==> config.mk <==
export PLATFORM = sky130hd
export DESIGN_NAME = awc_window_control
export DESIGN_NICKNAME = d
export VERILOG_FILES = /design/src/awc_pkg.sv /design/src/awc_mem.sv /design/src/awc_fifo.sv /design/src/awc_window_control.sv
export SDC_FILE = /design/constraint.sdc
export NUM_CORES = 2
export LEC_CHECK = 0
export BUFFER_PORTS_ARGS = -buffer_cell sky130_fd_sc_hd__buf_2
export CELL_PAD_IN_SITES_DETAIL_PLACEMENT = 1
export CELL_PAD_IN_SITES_GLOBAL_PLACEMENT = 1
export CORE_MARGIN = 1.5
export CORE_UTILIZATION = 36
export DETAILED_ROUTE_END_ITERATION = 7
export MAX_ROUTING_LAYER = met4
export PLACE_DENSITY_LB_ADDON = 0.3
export SETUP_SLACK_MARGIN = 0.4
export SLEW_MARGIN = 30
export SYNTH_ARGS = -nofsm -noshare
export SYNTH_HDL_FRONTEND = slang
export SYNTH_SLANG_ARGS = --single-unit
==> constraint.sdc <==
create_clock -name clk_sys -period 7.35 [get_ports clk_sys]
set_input_delay 1.1025 -clock clk_sys [delete_from_list [all_inputs] [get_ports clk_sys]]
set_output_delay 1.1025 -clock clk_sys [all_outputs]
set_load 0.02 [all_outputs]
==> src/awc_pkg.sv <==
package awc_pkg;
    // tag, window and data widths
    localparam int SEQ_W = 6;
    localparam int WIN_DEF = 8;
    localparam int DATA_W = 32;
    localparam int FIFO_DEPTH = 32;
    // timing: one tick is a microsecond
    localparam int CLK_NS = 20;
    localparam int TICK_NS = 1000;
    localparam int TICK_CYC = (TICK_NS + CLK_NS - 1) / CLK_NS;
    localparam int TICK_W = 6;
    localparam int TMR_W = 10;
    localparam int RTRY_W = 4;
    // retry timeout, idle ack and flush timeout in ticks, and retry limit as a count of retries
    localparam int RTO_TICKS = 200;
    localparam int MAX_RETRY = 3;
    localparam int ACK_IVL_TICKS = 500;
    localparam int FLUSH_TICKS = 300;
endpackage : awc_pkg

==> src/awc_mem.sv <==
module awc_mem #(
    parameter int W = 32,
    parameter int D = 8
) (
    input wire logic clk_sys,
    input wire logic we,
    input wire logic [$clog2(D)-1:0] waddr,
    input wire logic [W-1:0] wdata,
    input wire logic [$clog2(D)-1:0] raddr,
    output logic [W-1:0] rdata
);
    logic [W-1:0] mem [D];

    // write port and registered read port
    always_ff @(posedge clk_sys) begin
        if (we) begin
            mem[waddr] <= wdata;
        end
        rdata <= mem[raddr];
    end
endmodule : awc_mem

==> src/awc_fifo.sv <==
module awc_fifo #(
    parameter int W = 32,
    parameter int D = 32
) (
    input wire logic clk_sys,
    input wire logic rst_n,
    input wire logic in_valid,
    output logic in_ready,
    input wire logic [W-1:0] in_data,
    output logic out_valid,
    input wire logic out_ready,
    output logic [W-1:0] out_data,
    output logic [$clog2(D):0] count
);
    localparam int AW = $clog2(D);
    typedef struct packed {
        logic [AW-1:0] wp;
        logic [AW-1:0] rp;
        logic [AW:0] cnt;
    } awc_fifo_s;
    awc_fifo_s s_q, s_d;
    logic [W-1:0] mem [D];
    logic push, pop;

    if (D < 2 || (1 << AW) != D) begin : g_chk
        $error("fifo depth must be a power of two");
    end

    assign in_ready = s_q.cnt != (AW + 1)'(D);
    assign out_valid = s_q.cnt != '0;
    assign out_data = mem[s_q.rp];
    assign count = s_q.cnt;
    assign push = in_valid && in_ready;
    assign pop = out_valid && out_ready;

    // pointer and fill bookkeeping
    always_comb begin
        s_d = s_q;
        if (push) begin
            s_d.wp = s_q.wp + 1'b1;
        end
        if (pop) begin
            s_d.rp = s_q.rp + 1'b1;
        end
        s_d.cnt = s_q.cnt + (AW + 1)'(push) - (AW + 1)'(pop);
    end

    always_ff @(posedge clk_sys) begin
        if (!rst_n) begin
            s_q <= '0;
        end else begin
            s_q <= s_d;
        end
        if (push) begin
            mem[s_q.wp] <= in_data;
        end
    end
endmodule : awc_fifo

==> src/awc_window_control.sv <==
// Operation
// in-order packet with payload is accepted and delivered in sequence
// in-order packet without payload is dropped after inspection
// early in-window packet marks all skipped identifiers as lost
// early payload is held and delivered once all earlier ones are out
// packet outside the input window is ignored
// first negative ack frees every earlier packet from the transmit window
// with no negative ack, positive ack frees every earlier packet
// every negatively acknowledged packet is queued for retransmission
// flush bit on full window, upper layer request or flush timeout
// receiver returns an ack whenever a packet carries the flush bit
// advertised window field in acks gives receiver flow control
// receiver may send unsolicited acks after an idle interval
// each unacknowledged packet has its own retry timer
// timer and negative-ack retransmissions work independently
// connection is released after the retry limit is exceeded
// identifier comparisons use modular sequence arithmetic
module awc_window_control import awc_pkg::*; #(
    parameter int SW = SEQ_W,
    parameter int WIN = WIN_DEF,
    parameter int DW = DATA_W,
    parameter int FD = FIFO_DEPTH,
    parameter int RTO = RTO_TICKS,
    parameter int MAXR = MAX_RETRY,
    parameter int ACK_IVL = ACK_IVL_TICKS,
    parameter int FLUSH_TO = FLUSH_TICKS
) (
    input wire logic clk_sys,
    input wire logic rst_n,
    input wire logic rx_valid,
    output logic rx_ready,
    input wire logic [SW-1:0] rx_tag,
    input wire logic rx_has_data,
    input wire logic rx_flush,
    input wire logic [DW-1:0] rx_data,
    output logic convergence_layer_valid,
    input wire logic convergence_layer_ready,
    output logic [DW-1:0] convergence_layer_data,
    output logic ack_valid,
    output logic [SW-1:0] ack_tag,
    output logic [WIN-1:0] ack_lost,
    output logic [SW-1:0] ack_win,
    input wire logic tx_new_valid,
    output logic tx_new_ready,
    output logic [SW-1:0] tx_tag,
    output logic tx_flush,
    input wire logic convergence_layer_flush_req,
    input wire logic ain_valid,
    input wire logic ain_nack,
    input wire logic ain_last,
    input wire logic [SW-1:0] ain_tag,
    input wire logic [SW-1:0] ain_win,
    output logic retx_valid,
    input wire logic retx_ready,
    output logic [SW-1:0] retx_tag,
    output logic conn_release
);
    localparam int LW = $clog2(WIN);
    localparam int CW = $clog2(FD) + 1;
    localparam logic [SW-1:0] WIN_S = SW'(WIN);

    if (WIN < 2 || (1 << LW) != WIN || 2 * WIN > (1 << SW) || WIN > FD
        || RTO < 2 || RTO >= (1 << TMR_W) || ACK_IVL < 1 || ACK_IVL >= (1 << TMR_W)
        || FLUSH_TO < 1 || FLUSH_TO >= (1 << TMR_W) || MAXR >= (1 << RTRY_W))
    begin : g_chk
        $error("window or timer parameters out of range");
    end

    typedef struct packed {
        logic [TICK_W-1:0] tick_cnt;
        logic tick;
        logic [SW-1:0] exp;
        logic [WIN-1:0] held;
        logic [WIN-1:0] lost;
        logic drain;
        logic ack;
        logic [SW-1:0] ack_tag;
        logic [WIN-1:0] ack_map;
        logic [SW-1:0] ack_win;
        logic [TMR_W-1:0] ack_tmr;
        logic [SW-1:0] tx_base;
        logic [SW-1:0] tx_next;
        logic [SW-1:0] peer_win;
        logic nack_seen;
        logic [WIN-1:0] retx;
        logic [WIN-1:0][TMR_W-1:0] tmr;
        logic [WIN-1:0][RTRY_W-1:0] rtry;
        logic [TMR_W-1:0] flush_tmr;
        logic flush_to;
        logic rel;
    } awc_st_s;
    awc_st_s s_q, s_d;

    logic [SW-1:0] rx_off, tx_out, a_off;
    logic [LW-1:0] exp_slot, a_slot;
    logic rx_take, in_order, in_win, drain_go, push_v, mem_we, fifo_ready;
    logic own_full, peer_full, fill_now, a_fits, tx_take, retx_take;
    logic [DW-1:0] push_data, mem_rd;
    logic [CW-1:0] fifo_cnt;
    logic [LW:0] pick;

    // lowest-offset pending retransmission, walking from the window base
    function automatic logic [LW:0] first_retx(input logic [WIN-1:0] r,
                                               input logic [LW-1:0] b);
        logic [LW-1:0] slot;
        first_retx = '0;
        for (int k = WIN - 1; k >= 0; k--) begin
            slot = b + LW'(k);
            if (r[slot]) begin
                first_retx = {1'b1, LW'(k)};
            end
        end
    endfunction : first_retx

    // receive side decode, all offsets modulo the tag space
    assign rx_off = rx_tag - s_q.exp;
    assign in_order = rx_off == '0;
    assign in_win = rx_off < WIN_S;
    assign exp_slot = s_q.exp[LW-1:0];
    assign drain_go = s_q.held[exp_slot] && !s_q.drain && fifo_ready;
    assign rx_ready = !drain_go && !s_q.drain && fifo_ready;
    assign rx_take = rx_valid && rx_ready;
    assign push_v = s_q.drain || (rx_take && in_order && rx_has_data);
    assign push_data = s_q.drain ? mem_rd : rx_data;
    assign mem_we = rx_take && in_win && !in_order && rx_has_data;

    // transmit side decode
    assign tx_out = s_q.tx_next - s_q.tx_base;
    assign own_full = tx_out == WIN_S;
    assign peer_full = tx_out >= s_q.peer_win;
    assign fill_now = (tx_out + 1'b1 == WIN_S) || (tx_out + 1'b1 >= s_q.peer_win);
    assign tx_new_ready = !own_full && !peer_full;
    assign tx_take = tx_new_valid && tx_new_ready;
    assign tx_tag = s_q.tx_next;
    assign tx_flush = fill_now || convergence_layer_flush_req || s_q.flush_to;
    assign a_off = ain_tag - s_q.tx_base;
    assign a_fits = a_off <= tx_out;
    assign a_slot = ain_tag[LW-1:0];
    assign pick = first_retx(s_q.retx, s_q.tx_base[LW-1:0]);
    assign retx_valid = pick[LW];
    assign retx_tag = s_q.tx_base + SW'(pick[LW-1:0]);
    assign retx_take = retx_valid && retx_ready;

    // registered outputs
    assign ack_valid = s_q.ack;
    assign ack_tag = s_q.ack_tag;
    assign ack_lost = s_q.ack_map;
    assign ack_win = s_q.ack_win;
    assign conn_release = s_q.rel;

    // next-state logic for both directions
    always_comb begin
        logic [WIN-1:0] expire;
        logic [LW-1:0] o;
        logic [LW-1:0] sl;
        logic [SW-1:0] outn;
        logic [CW-1:0] free;
        expire = '0;
        o = '0;
        sl = '0;
        outn = '0;
        free = '0;
        s_d = s_q;
        s_d.tick = 1'b0;
        s_d.ack = 1'b0;
        s_d.rel = 1'b0;
        // microsecond tick
        if (s_q.tick_cnt == TICK_W'(TICK_CYC - 1)) begin
            s_d.tick_cnt = '0;
            s_d.tick = 1'b1;
        end else begin
            s_d.tick_cnt = s_q.tick_cnt + 1'b1;
        end
        // held payload reaches the upper layer in sequence
        if (s_q.drain) begin
            s_d.held[exp_slot] = 1'b0;
            s_d.lost[exp_slot] = 1'b0;
            s_d.exp = s_q.exp + 1'b1;
        end
        s_d.drain = drain_go;
        if (rx_take && in_order && rx_has_data) begin
            s_d.lost[exp_slot] = 1'b0;
            s_d.exp = s_q.exp + 1'b1;
        end else if (rx_take && !in_order && in_win) begin
            for (int i = 0; i < WIN; i++) begin
                o = LW'(i) - exp_slot;
                if (o < rx_off[LW-1:0] && !s_q.held[i]) begin
                    s_d.lost[i] = 1'b1;
                end
            end
            if (rx_has_data) begin
                s_d.held[rx_tag[LW-1:0]] = 1'b1;
                s_d.lost[rx_tag[LW-1:0]] = 1'b0;
            end
        end
        // ack on flush bit, or after an idle interval
        if (s_q.tick) begin
            s_d.ack_tmr = s_q.ack_tmr + 1'b1;
        end
        if ((rx_take && rx_flush)
            || (s_q.tick && s_q.ack_tmr == TMR_W'(ACK_IVL - 1))) begin
            s_d.ack = 1'b1;
            s_d.ack_tmr = '0;
            s_d.ack_tag = s_d.exp;
            for (int k = 0; k < WIN; k++) begin
                sl = s_d.exp[LW-1:0] + LW'(k);
                s_d.ack_map[k] = s_d.lost[sl] && !s_d.held[sl];
            end
            free = CW'(FD) - fifo_cnt;
            s_d.ack_win = (free >= CW'(WIN)) ? WIN_S : SW'(free);
        end
        // per-packet retry timers
        for (int i = 0; i < WIN; i++) begin
            o = LW'(i) - s_q.tx_base[LW-1:0];
            if (SW'(o) < tx_out && s_q.tick && s_q.tmr[i] != '0) begin
                s_d.tmr[i] = s_q.tmr[i] - 1'b1;
                if (s_q.tmr[i] == TMR_W'(1)) begin
                    if (s_q.rtry[i] == RTRY_W'(MAXR)) begin
                        s_d.rel = 1'b1;
                    end else begin
                        expire[i] = 1'b1;
                        s_d.rtry[i] = s_q.rtry[i] + 1'b1;
                    end
                end
            end
        end
        if (retx_take) begin
            s_d.retx[retx_tag[LW-1:0]] = 1'b0;
            s_d.tmr[retx_tag[LW-1:0]] = TMR_W'(RTO);
        end
        s_d.retx = s_d.retx | expire;
        // acknowledgement message from the peer receiver
        if (ain_valid) begin
            if (!s_q.nack_seen && a_fits) begin
                s_d.tx_base = ain_tag;
            end
            if (ain_nack && a_off < tx_out) begin
                s_d.retx[a_slot] = 1'b1;
            end
            if (!ain_nack) begin
                s_d.peer_win = ain_win;
            end
            s_d.nack_seen = !ain_last && (s_q.nack_seen || ain_nack);
        end
        // new packet enters the transmit window
        if (tx_take) begin
            s_d.tx_next = s_q.tx_next + 1'b1;
            s_d.tmr[s_q.tx_next[LW-1:0]] = TMR_W'(RTO);
            s_d.rtry[s_q.tx_next[LW-1:0]] = '0;
            s_d.retx[s_q.tx_next[LW-1:0]] = 1'b0;
        end
        // flush timeout while packets are outstanding
        if (tx_take && tx_flush) begin
            s_d.flush_tmr = '0;
            s_d.flush_to = 1'b0;
        end else if (s_q.tick && tx_out != '0) begin
            if (s_q.flush_tmr == TMR_W'(FLUSH_TO - 1)) begin
                s_d.flush_to = 1'b1;
            end else begin
                s_d.flush_tmr = s_q.flush_tmr + 1'b1;
            end
        end
        // freed slots drop pending retransmissions
        outn = s_d.tx_next - s_d.tx_base;
        for (int i = 0; i < WIN; i++) begin
            o = LW'(i) - s_d.tx_base[LW-1:0];
            if (SW'(o) >= outn) begin
                s_d.retx[i] = 1'b0;
            end
        end
    end

    always_ff @(posedge clk_sys) begin
        if (!rst_n) begin
            s_q <= '0;
            s_q.peer_win <= WIN_S;
        end else begin
            s_q <= s_d;
        end
    end

    awc_mem #(.W(DW), .D(WIN)) u_hold (
        .clk_sys(clk_sys),
        .we(mem_we),
        .waddr(rx_tag[LW-1:0]),
        .wdata(rx_data),
        .raddr(exp_slot),
        .rdata(mem_rd)
    );

    awc_fifo #(.W(DW), .D(FD)) u_fifo (
        .clk_sys(clk_sys),
        .rst_n(rst_n),
        .in_valid(push_v),
        .in_ready(fifo_ready),
        .in_data(push_data),
        .out_valid(convergence_layer_valid),
        .out_ready(convergence_layer_ready),
        .out_data(convergence_layer_data),
        .count(fifo_cnt)
    );
endmodule : awc_window_control

# After elaboration in Yosys (flattened, before gate mapping)
# Memory sizes are Yosys's and may differ from the RTL's. A register that Yosys moved wholly into a read port is not among the register bits.
# Index checks and enable logic that the tools add are counted.
# op_classes
order_cmp	56
add_sub_neg	70
n_reduce_logical	115
eq_ne	22
bitwise_logic	24
mux	202
# op_table
cell	n
2-to-1 mux 4 bit	33
2-to-1 mux 120 bit	1
AND 56 bit	2
inverter 56 bit	2
2-to-1 mux 10 bit	11
2-to-1 mux 1 bit	107
2-to-1 mux 88 bit	1
less-than comparator 3 x 4 -> 1 bit, second input constant	21
== test 10 x 1 -> 1 bit, second input constant	8
nonzero test 10 bit	8
subtractor 10 x 1 -> 10 bit, second input constant	8
binary-select mux 1 bit (select 3 bit)	25
logical AND 1 bit	61
demux 10 bit (select 3 bit)	2
AND 8 bit	6
>= comparator 3 x 6 -> 1 bit	8
less-than comparator 3 x 6 -> 1 bit	8
bitwise OR 24 bit	2
subtractor 3 bit, first input constant	12
adder 4 x 1 -> 4 bit, second input constant	8
AND 32 bit	1
== test 4 x 2 -> 1 bit, second input constant	8
2-to-1 mux 16 bit	2
2-to-1 mux 32 bit	1
other kinds (41)	143
# word_totals
elab_cells	536
ramBits	1280
register_bits	228
n_memories	2
out_inout_bits	71
input_bits	62
# memory_table
memory	words	word_bits	read_ports	rd_clocked_by_memory_dff	wr	line_no	text
u_fifo.mem	32	32	1	1	1	awc_fifo.sv:22	logic [W-1:0] mem [D];
u_hold.mem	8	32	1	1	1	awc_mem.sv:12	logic [W-1:0] mem [D];

# Logic depth before layout (Yosys ltp)
# depth
depth_word	26
depth_mapped	27
mapped_depth_nobuf	26

# By module
# Synthesis repeated with hierarchy kept, for this count alone.
# unflattened
hier_cells	4078
area_unflattened_um2	64618.2
# by_module_without_submodules
module	cells_per_inst	instances	seq_area_each_um2	area_per_inst_um2
awc_fifo	2047	1	31169.9	40358.7
awc_window_control	1616	1	4244.1	13793.2
awc_mem	415	1	8328.0	10466.3

# Worst setup path before layout
# No wires, ideal clock.
# synth_path
path_type	flip-flop to flip-flop
start	register s_q (netlist bit exp_slot[1])
end	register s_q (netlist bit ack_lost[1])
arrival_time_ns	6.855
synth_period_minus_slack_ns	6.988
stages_incl_launch_ff	18
path_buffers	4
required_time_ns	7.217
setup_time_ns	0.133
setup_slack_ns	0.362
cell_sequence	dfxtp_1 buf_4 clkbuf_1 buf_1 inv_1 ha_1 nand2b_1 a21oi_1 a211oi_1 mux2i_1 o211ai_1 buf_6 nor4_1 a21o_1 nor2_1 a21oi_1 mux4_2 a21oi_1
# synth_between
elab_chain_cells	17
elab_cells_between_ends	91
cone_classes	add/sub: 11; order compare: 11; mux: 38; bitwise: 6; reduce/logical: 25
# synth_rtl
element	line_no	text
from (decl)	awc_window_control.sv:92	awc_st_s s_q, s_d;
less-than comparator 3 x 4 -> 1 bit (implied by the code) / >= comparator 3 x 1 -> 1 bit (equally long branches)	awc_window_control.sv:176, awc_window_control.sv:177, awc_window_control.sv:182	
logical AND 1 bit (implied by the code)	awc_window_control.sv:176, awc_window_control.sv:177, awc_window_control.sv:182	
2-to-1 mux 1 bit (implied by the code)	awc_window_control.sv:176, awc_window_control.sv:177, awc_window_control.sv:182	
demux 1 bit (select 3 bit)	awc_window_control.sv:176, awc_window_control.sv:177, awc_window_control.sv:182	
inverter 8 bit (no line)	--	
AND 8 bit (no line)	--	
2-to-1 mux 22 bit	awc_window_control.sv:175	if (s_q.drain) begin
2-to-1 mux 1 bit	awc_window_control.sv:187	if (o < rx_off[LW-1:0] && !s_q.held[i]) begin
2-to-1 mux 1 bit	awc_window_control.sv:184	end else if (rx_take && !in_order && in_win) begin
2-to-1 mux 1 bit	awc_window_control.sv:181	if (rx_take && in_order && rx_has_data) begin
AND 8 bit (no line)	--	
2-to-1 mux 16 bit	awc_window_control.sv:191	if (rx_has_data) begin
2-to-1 mux 16 bit	awc_window_control.sv:184	
2-to-1 mux 8 bit	awc_window_control.sv:181	
binary-select mux 1 bit (select 3 bit)	awc_window_control.sv:207	s_d.ack_map[k] = s_d.lost[sl] && !s_d.held[sl];
2-to-1 mux 1 bit (implied by the code)	awc_window_control.sv:207	
logical AND 1 bit	awc_window_control.sv:207	
# Several ways; a longest one is shown, not always the timed one. The select of a mux whose other input is x is not followed.
# A chain may end at the register's enable or synchronous reset.

# Worst setup path in the final report
# layout_path
start	register s_q[147] (netlist bit)
end	register s_q[129] (netlist bit)
# layout_between
elab_chain_cells	25
elab_cells_between_ends	71
cone_classes	add/sub: 13; order compare: 7; eq/ne: 1; mux: 34; bitwise: 5; reduce/logical: 11
# layout_rtl
element	line_no	text
adder 3 bit	awc_window_control.sv:108	slot = b + LW'(k);
binary-select mux 1 bit (select 3 bit)	awc_window_control.sv:109	if (r[slot]) begin
2-to-1 mux 1 bit (implied by the code)	awc_window_control.sv:109	
2-to-1 mux 4 bit (8 in series)	awc_window_control.sv:109	
adder 6 x 3 -> 6 bit	awc_window_control.sv:141	assign retx_tag = s_q.tx_base + SW'(pick[LW-1:0]);
less-than comparator 3 x 4 -> 1 bit (implied by the code) / >= comparator 3 x 1 -> 1 bit (equally long branches)	awc_window_control.sv:228	s_d.retx[retx_tag[LW-1:0]] = 1'b0;
logical AND 1 bit (implied by the code)	awc_window_control.sv:228	
2-to-1 mux 1 bit (implied by the code)	awc_window_control.sv:228	
(+2 left out)	--	
AND 8 bit (no line)	--	
2-to-1 mux 88 bit	awc_window_control.sv:227	if (retx_take) begin
bitwise OR 8 bit	awc_window_control.sv:231	s_d.retx = s_d.retx | expire;
bitwise OR 8 bit (no line)	--	
2-to-1 mux 8 bit	awc_window_control.sv:237	if (ain_nack && a_off < tx_out) begin
2-to-1 mux 8 bit	awc_window_control.sv:233	if (ain_valid) begin
AND 8 bit (no line)	--	
2-to-1 mux 120 bit	awc_window_control.sv:246	if (tx_take) begin
# Several ways; a longest one is shown, not always the timed one. The select of a mux whose other input is x is not followed.

==> metrics.yaml <==
outcome:
  status: "finished clean"
setup_path:
  crit_arrival_ns: 6.98
  cp.buffers_inverters: 2
  crit_path_top_delay_cell: "dfxtp_1"
  critPathMaxFanout: 15
  worst_setup_path_end_kind: "flip-flop"
  critical-path-top-delay-family: "compound AO/OA/AOI/OAI gates"
  cp_cell_sequence: "inv_1 -> ha_1 -> o21ai_0 -> a21o_1 -> nand2_1 -> ha_1 -> a21o_1 -> a21oi_1 -> a21oi_1 -> maj3_1 -> nor2_2 -> mux2i_1 -> ha_1 -> nor2b_1 -> o21ai_0 -> inv_1 -> o21a_1 -> o21ai_0 -> nand2b_1 -> xnor2_1 -> xnor2_1 -> nand2_1 -> o21a_1"
  slowest_delay_ns: 0.73
  worstSetupPathType: "flip-flop to flip-flop"
  required_ns: 8.03
  startpoint_type: "flip-flop"
global_route:
  grt_pass1_wl_um: 242000
  antenna_found_initial: 27
  grt_pass1_vias: 36000
  grt_util_all_layers_pct: 18.7
  grt-ovfl-total: 0
  grt_max_degree: 84
timing:
  finalHoldViolations: 0
  finalSetupTns_ns: 0
  setup_viol: 0
  grt_setup_unrepaired: "no"
  worst_slew_pin_slew_ns: 0.911
  finalCritPeriodShare_pct: 85.7
  slew_violations: 0
  relSlewSlack_pct: 39.1
  fmax_ghz: 0.159
  layout_min_cycle_time_ns: 6.30
  fin_skew_ns: 0.0539
synth:
  synth_nets: 3902
  syn_area_per_cell_um2: 17.3
  ys.flop_type: "edfxtp_1"
  synth.cell_area_um2: 63800
  synth_warnings: 0
  synth-seq-cells: 1545
  ys_seq_area_share_pct: 68.6
  synth.distinct_cells: 81
  synth-edff-count: 1280
  syn_inst: 3691
  async_flop_share_pct: 0
power_and_ir_drop:
  peakVddDrop_mv: 0.194
  power_density_nw_per_um2: 309
  p_leak_nw: 23.8
clock_network:
  path_clk_slew_ns: 0.06
  cts_made_buffers: 165
  clock_path_buffers: 3
  postCtsHoldBufs: 0
  clock_latency_ns: 0.82
  cts_tree: "built"
  cts.sinks: 1545
  cts-root-buf: "clkbuf_16"
  htree_levels: 4
  cts_setup_buffers: 0
layout:
  fin_util_pct: 41.6
  drive_above_1_share_pct: 24.9
  syn2layout_area_growth_pct: 14.8
  nNetsFinal: 4108
route:
  antenna_left: 0
  dr.first_iter.drc_count: 2487
  vias_per_cell: 5.29
  drt_pass1_iterations: 5
  wl_per_cell_um: 25.4
  vias: 33800
  drc: 0
  wl_um: 163000
placement:
  port_buffers: 132
  dp_hpwl_um: 99300
  gp_congestion: 0.799
flow_run:
  cap_violations: 0
die:
  pin_count: 133
  initial_utilization_pct: 36.2
  fp-row-count: 154
  fp.dieW_um: 424
  dieArea_um2: 180000
  die_y_um: 424
  core-area_um2: 176000
hold_path:
  hp-class: "flip-flop to flip-flop"
## registers in the layout (all words and copies together) (netlist names), 3 cells and up, named ones only
signal,cells
ack_lost,8
ack_tag,6
ack_win,6
exp_slot,3
s_q,181
tx_tag,6
u_fifo.count,6
u_fifo.mem,1024
u_fifo.s_q,10
u_hold.mem,256
u_hold.rdata,32
## worst paths after layout
kind | from | depth (start not counted) | endpoint | slack [ns]
worst min-delay path | ack_win[0] | 2 | ack_win[0] | 0.46
worst max register to register | s_q[147] | 23 | s_q[129] | 1.05
worst min register to register | ack_win[0] | 2 | ack_win[0] | 0.46
worst max-delay path | s_q[147] | 23 | s_q[129] | 1.05
## power by group
part | internal [W] | total, W | switching, W
Clock | 0.00473 | 0.00831 | 0.00359
Combinational | 0.00201 | 0.00456 | 0.00255
Sequential | 0.00957 | 0.00973 | 0.000155
## stage by stage
stage / area, um^2 / cells / hold WS, ns / setup slack, ns / total power (W)
finish: 73200 / 6388 / 0.460 / 1.05 / 0.0226
CTS: 73100 / 6375 / 0.435 / 0.783 / 0.0229
global route: 73200 / 6385 / 0.465 / 0.563 / 0.0236
detailed placement: 67700 / 6069 / 0.456 / 0.471 / 0.0145
global placement: 67700 / 6069 / 0.446 / 0.664 / 0.0145
floorplan: 63800 / 3691 / 0.432 / 1.45 / 0.0132
## layer usage
metal | share of wire, % | vias up | global-route usage (%)
met2 | 48 | 812 | 29.4
li1 | - | 14900 | -
met3 | 4.8 | 228 | 2.94
met4 | 2.3 | 0 | 5.19
met1 | 45 | 17800 | 25.4
met5 | 0 | - | -
## logic make-up after synthesis
logic type | count (synthesis) | synth area share (%)
mux | 492 | 15.7
compound gates | 308 | 3.22
flops | 1545 | 68.6
simple gates | 759 | 5.48
fa+ha+maj | 151 | 3.05
buf+inv | 282 | 1.84
xor+xnor | 154 | 2.15
## timing repair
action	4_1_cts	5_1_grt
endpoints found under the hold margin	0	0
setup endpoints to repair	0	1
gates resized for setup	0	1
## cells in the mapped netlist, types with 8 or more instances
master	number	share of area, %
edfxtp_1	1280	60
mux4_2	396	14
dfxtp_1	265	8.3
nor2_1	251	1.5
nand2_1	235	1.4
ha_1	141	2.8
a21oi_1	119	0.93
inv_1	111	0.65
clkbuf_1	93	0.55
xnor2_1	78	1.1
xor2_1	75	1.0
mux2_2	69	1.2
nor3_1	58	0.46
buf_1	42	0.25
nand3_1	38	0.30
o21ai_0	33	0.26
a211oi_1	28	0.33
buf_4	27	0.32
and3_1	26	0.26
mux2i_1	26	0.41
nand4_1	26	0.26
nand2b_1	21	0.21
a21o_1	20	0.24
nor4_1	18	0.18
or3_1	17	0.17
nor2b_1	16	0.16
a31oi_1	12	0.12
o21a_1	11	0.13
and2_1	10	0.098
fa_1	8	0.25
o22ai_1	8	0.079
## worst min-delay path: cells and delay by family (launching register included)
kind            cells  cell delay [ns]
compound gates      1             0.05
flops               1             0.31
simple gates        1             0.05
## cell usage in the layout, fill, tap and decap left out, types with 10 or more instances in the layout
cell type | netlist | routed
bufinv_16 | 0 | 12
nor3_1 | 58 | 58
or3_1 | 17 | 17
edfxtp_1 | 1280 | 1280
nand3_1 | 38 | 38
a211oi_1 | 28 | 28
clkinv_2 | 0 | 32
nand2_1 | 235 | 235
clkbuf_1 | 93 | 38
nand4_1 | 26 | 26
mux2_2 | 69 | 69
nor4_1 | 18 | 16
xnor2_1 | 78 | 78
nor2_4 | 1 | 34
ha_1 | 141 | 141
buf_4 | 27 | 56
dfxtp_1 | 265 | 256
o21a_1 | 11 | 11
mux4_2 | 396 | 396
nand2b_1 | 21 | 21
a21oi_1 | 119 | 119
a21o_1 | 20 | 20
clkinv_1 | 1 | 27
clkbuf_16 | 0 | 167
nor2_1 | 251 | 218
buf_12 | 0 | 20
buf_2 | 6 | 132
and3_1 | 26 | 26
a31oi_1 | 12 | 12
nor2b_1 | 16 | 16
xor2_1 | 75 | 74
o21ai_0 | 33 | 32
inv_1 | 111 | 106
and2_1 | 10 | 10
mux2i_1 | 26 | 26
diode_2 | 0 | 12
## area by class of cell
class	count	area, um^2
repair buffers	208	1480
multi-input cells	1864	19100
clock buffers	212	4420
flip-flops and latches	1545	43800
diodes	12	30.0
fillers	17200	103000
clock inverters	94	1000
well taps	2340	2930
inverters	113	435
Note: power is estimated with default switching activity, not from simulation.
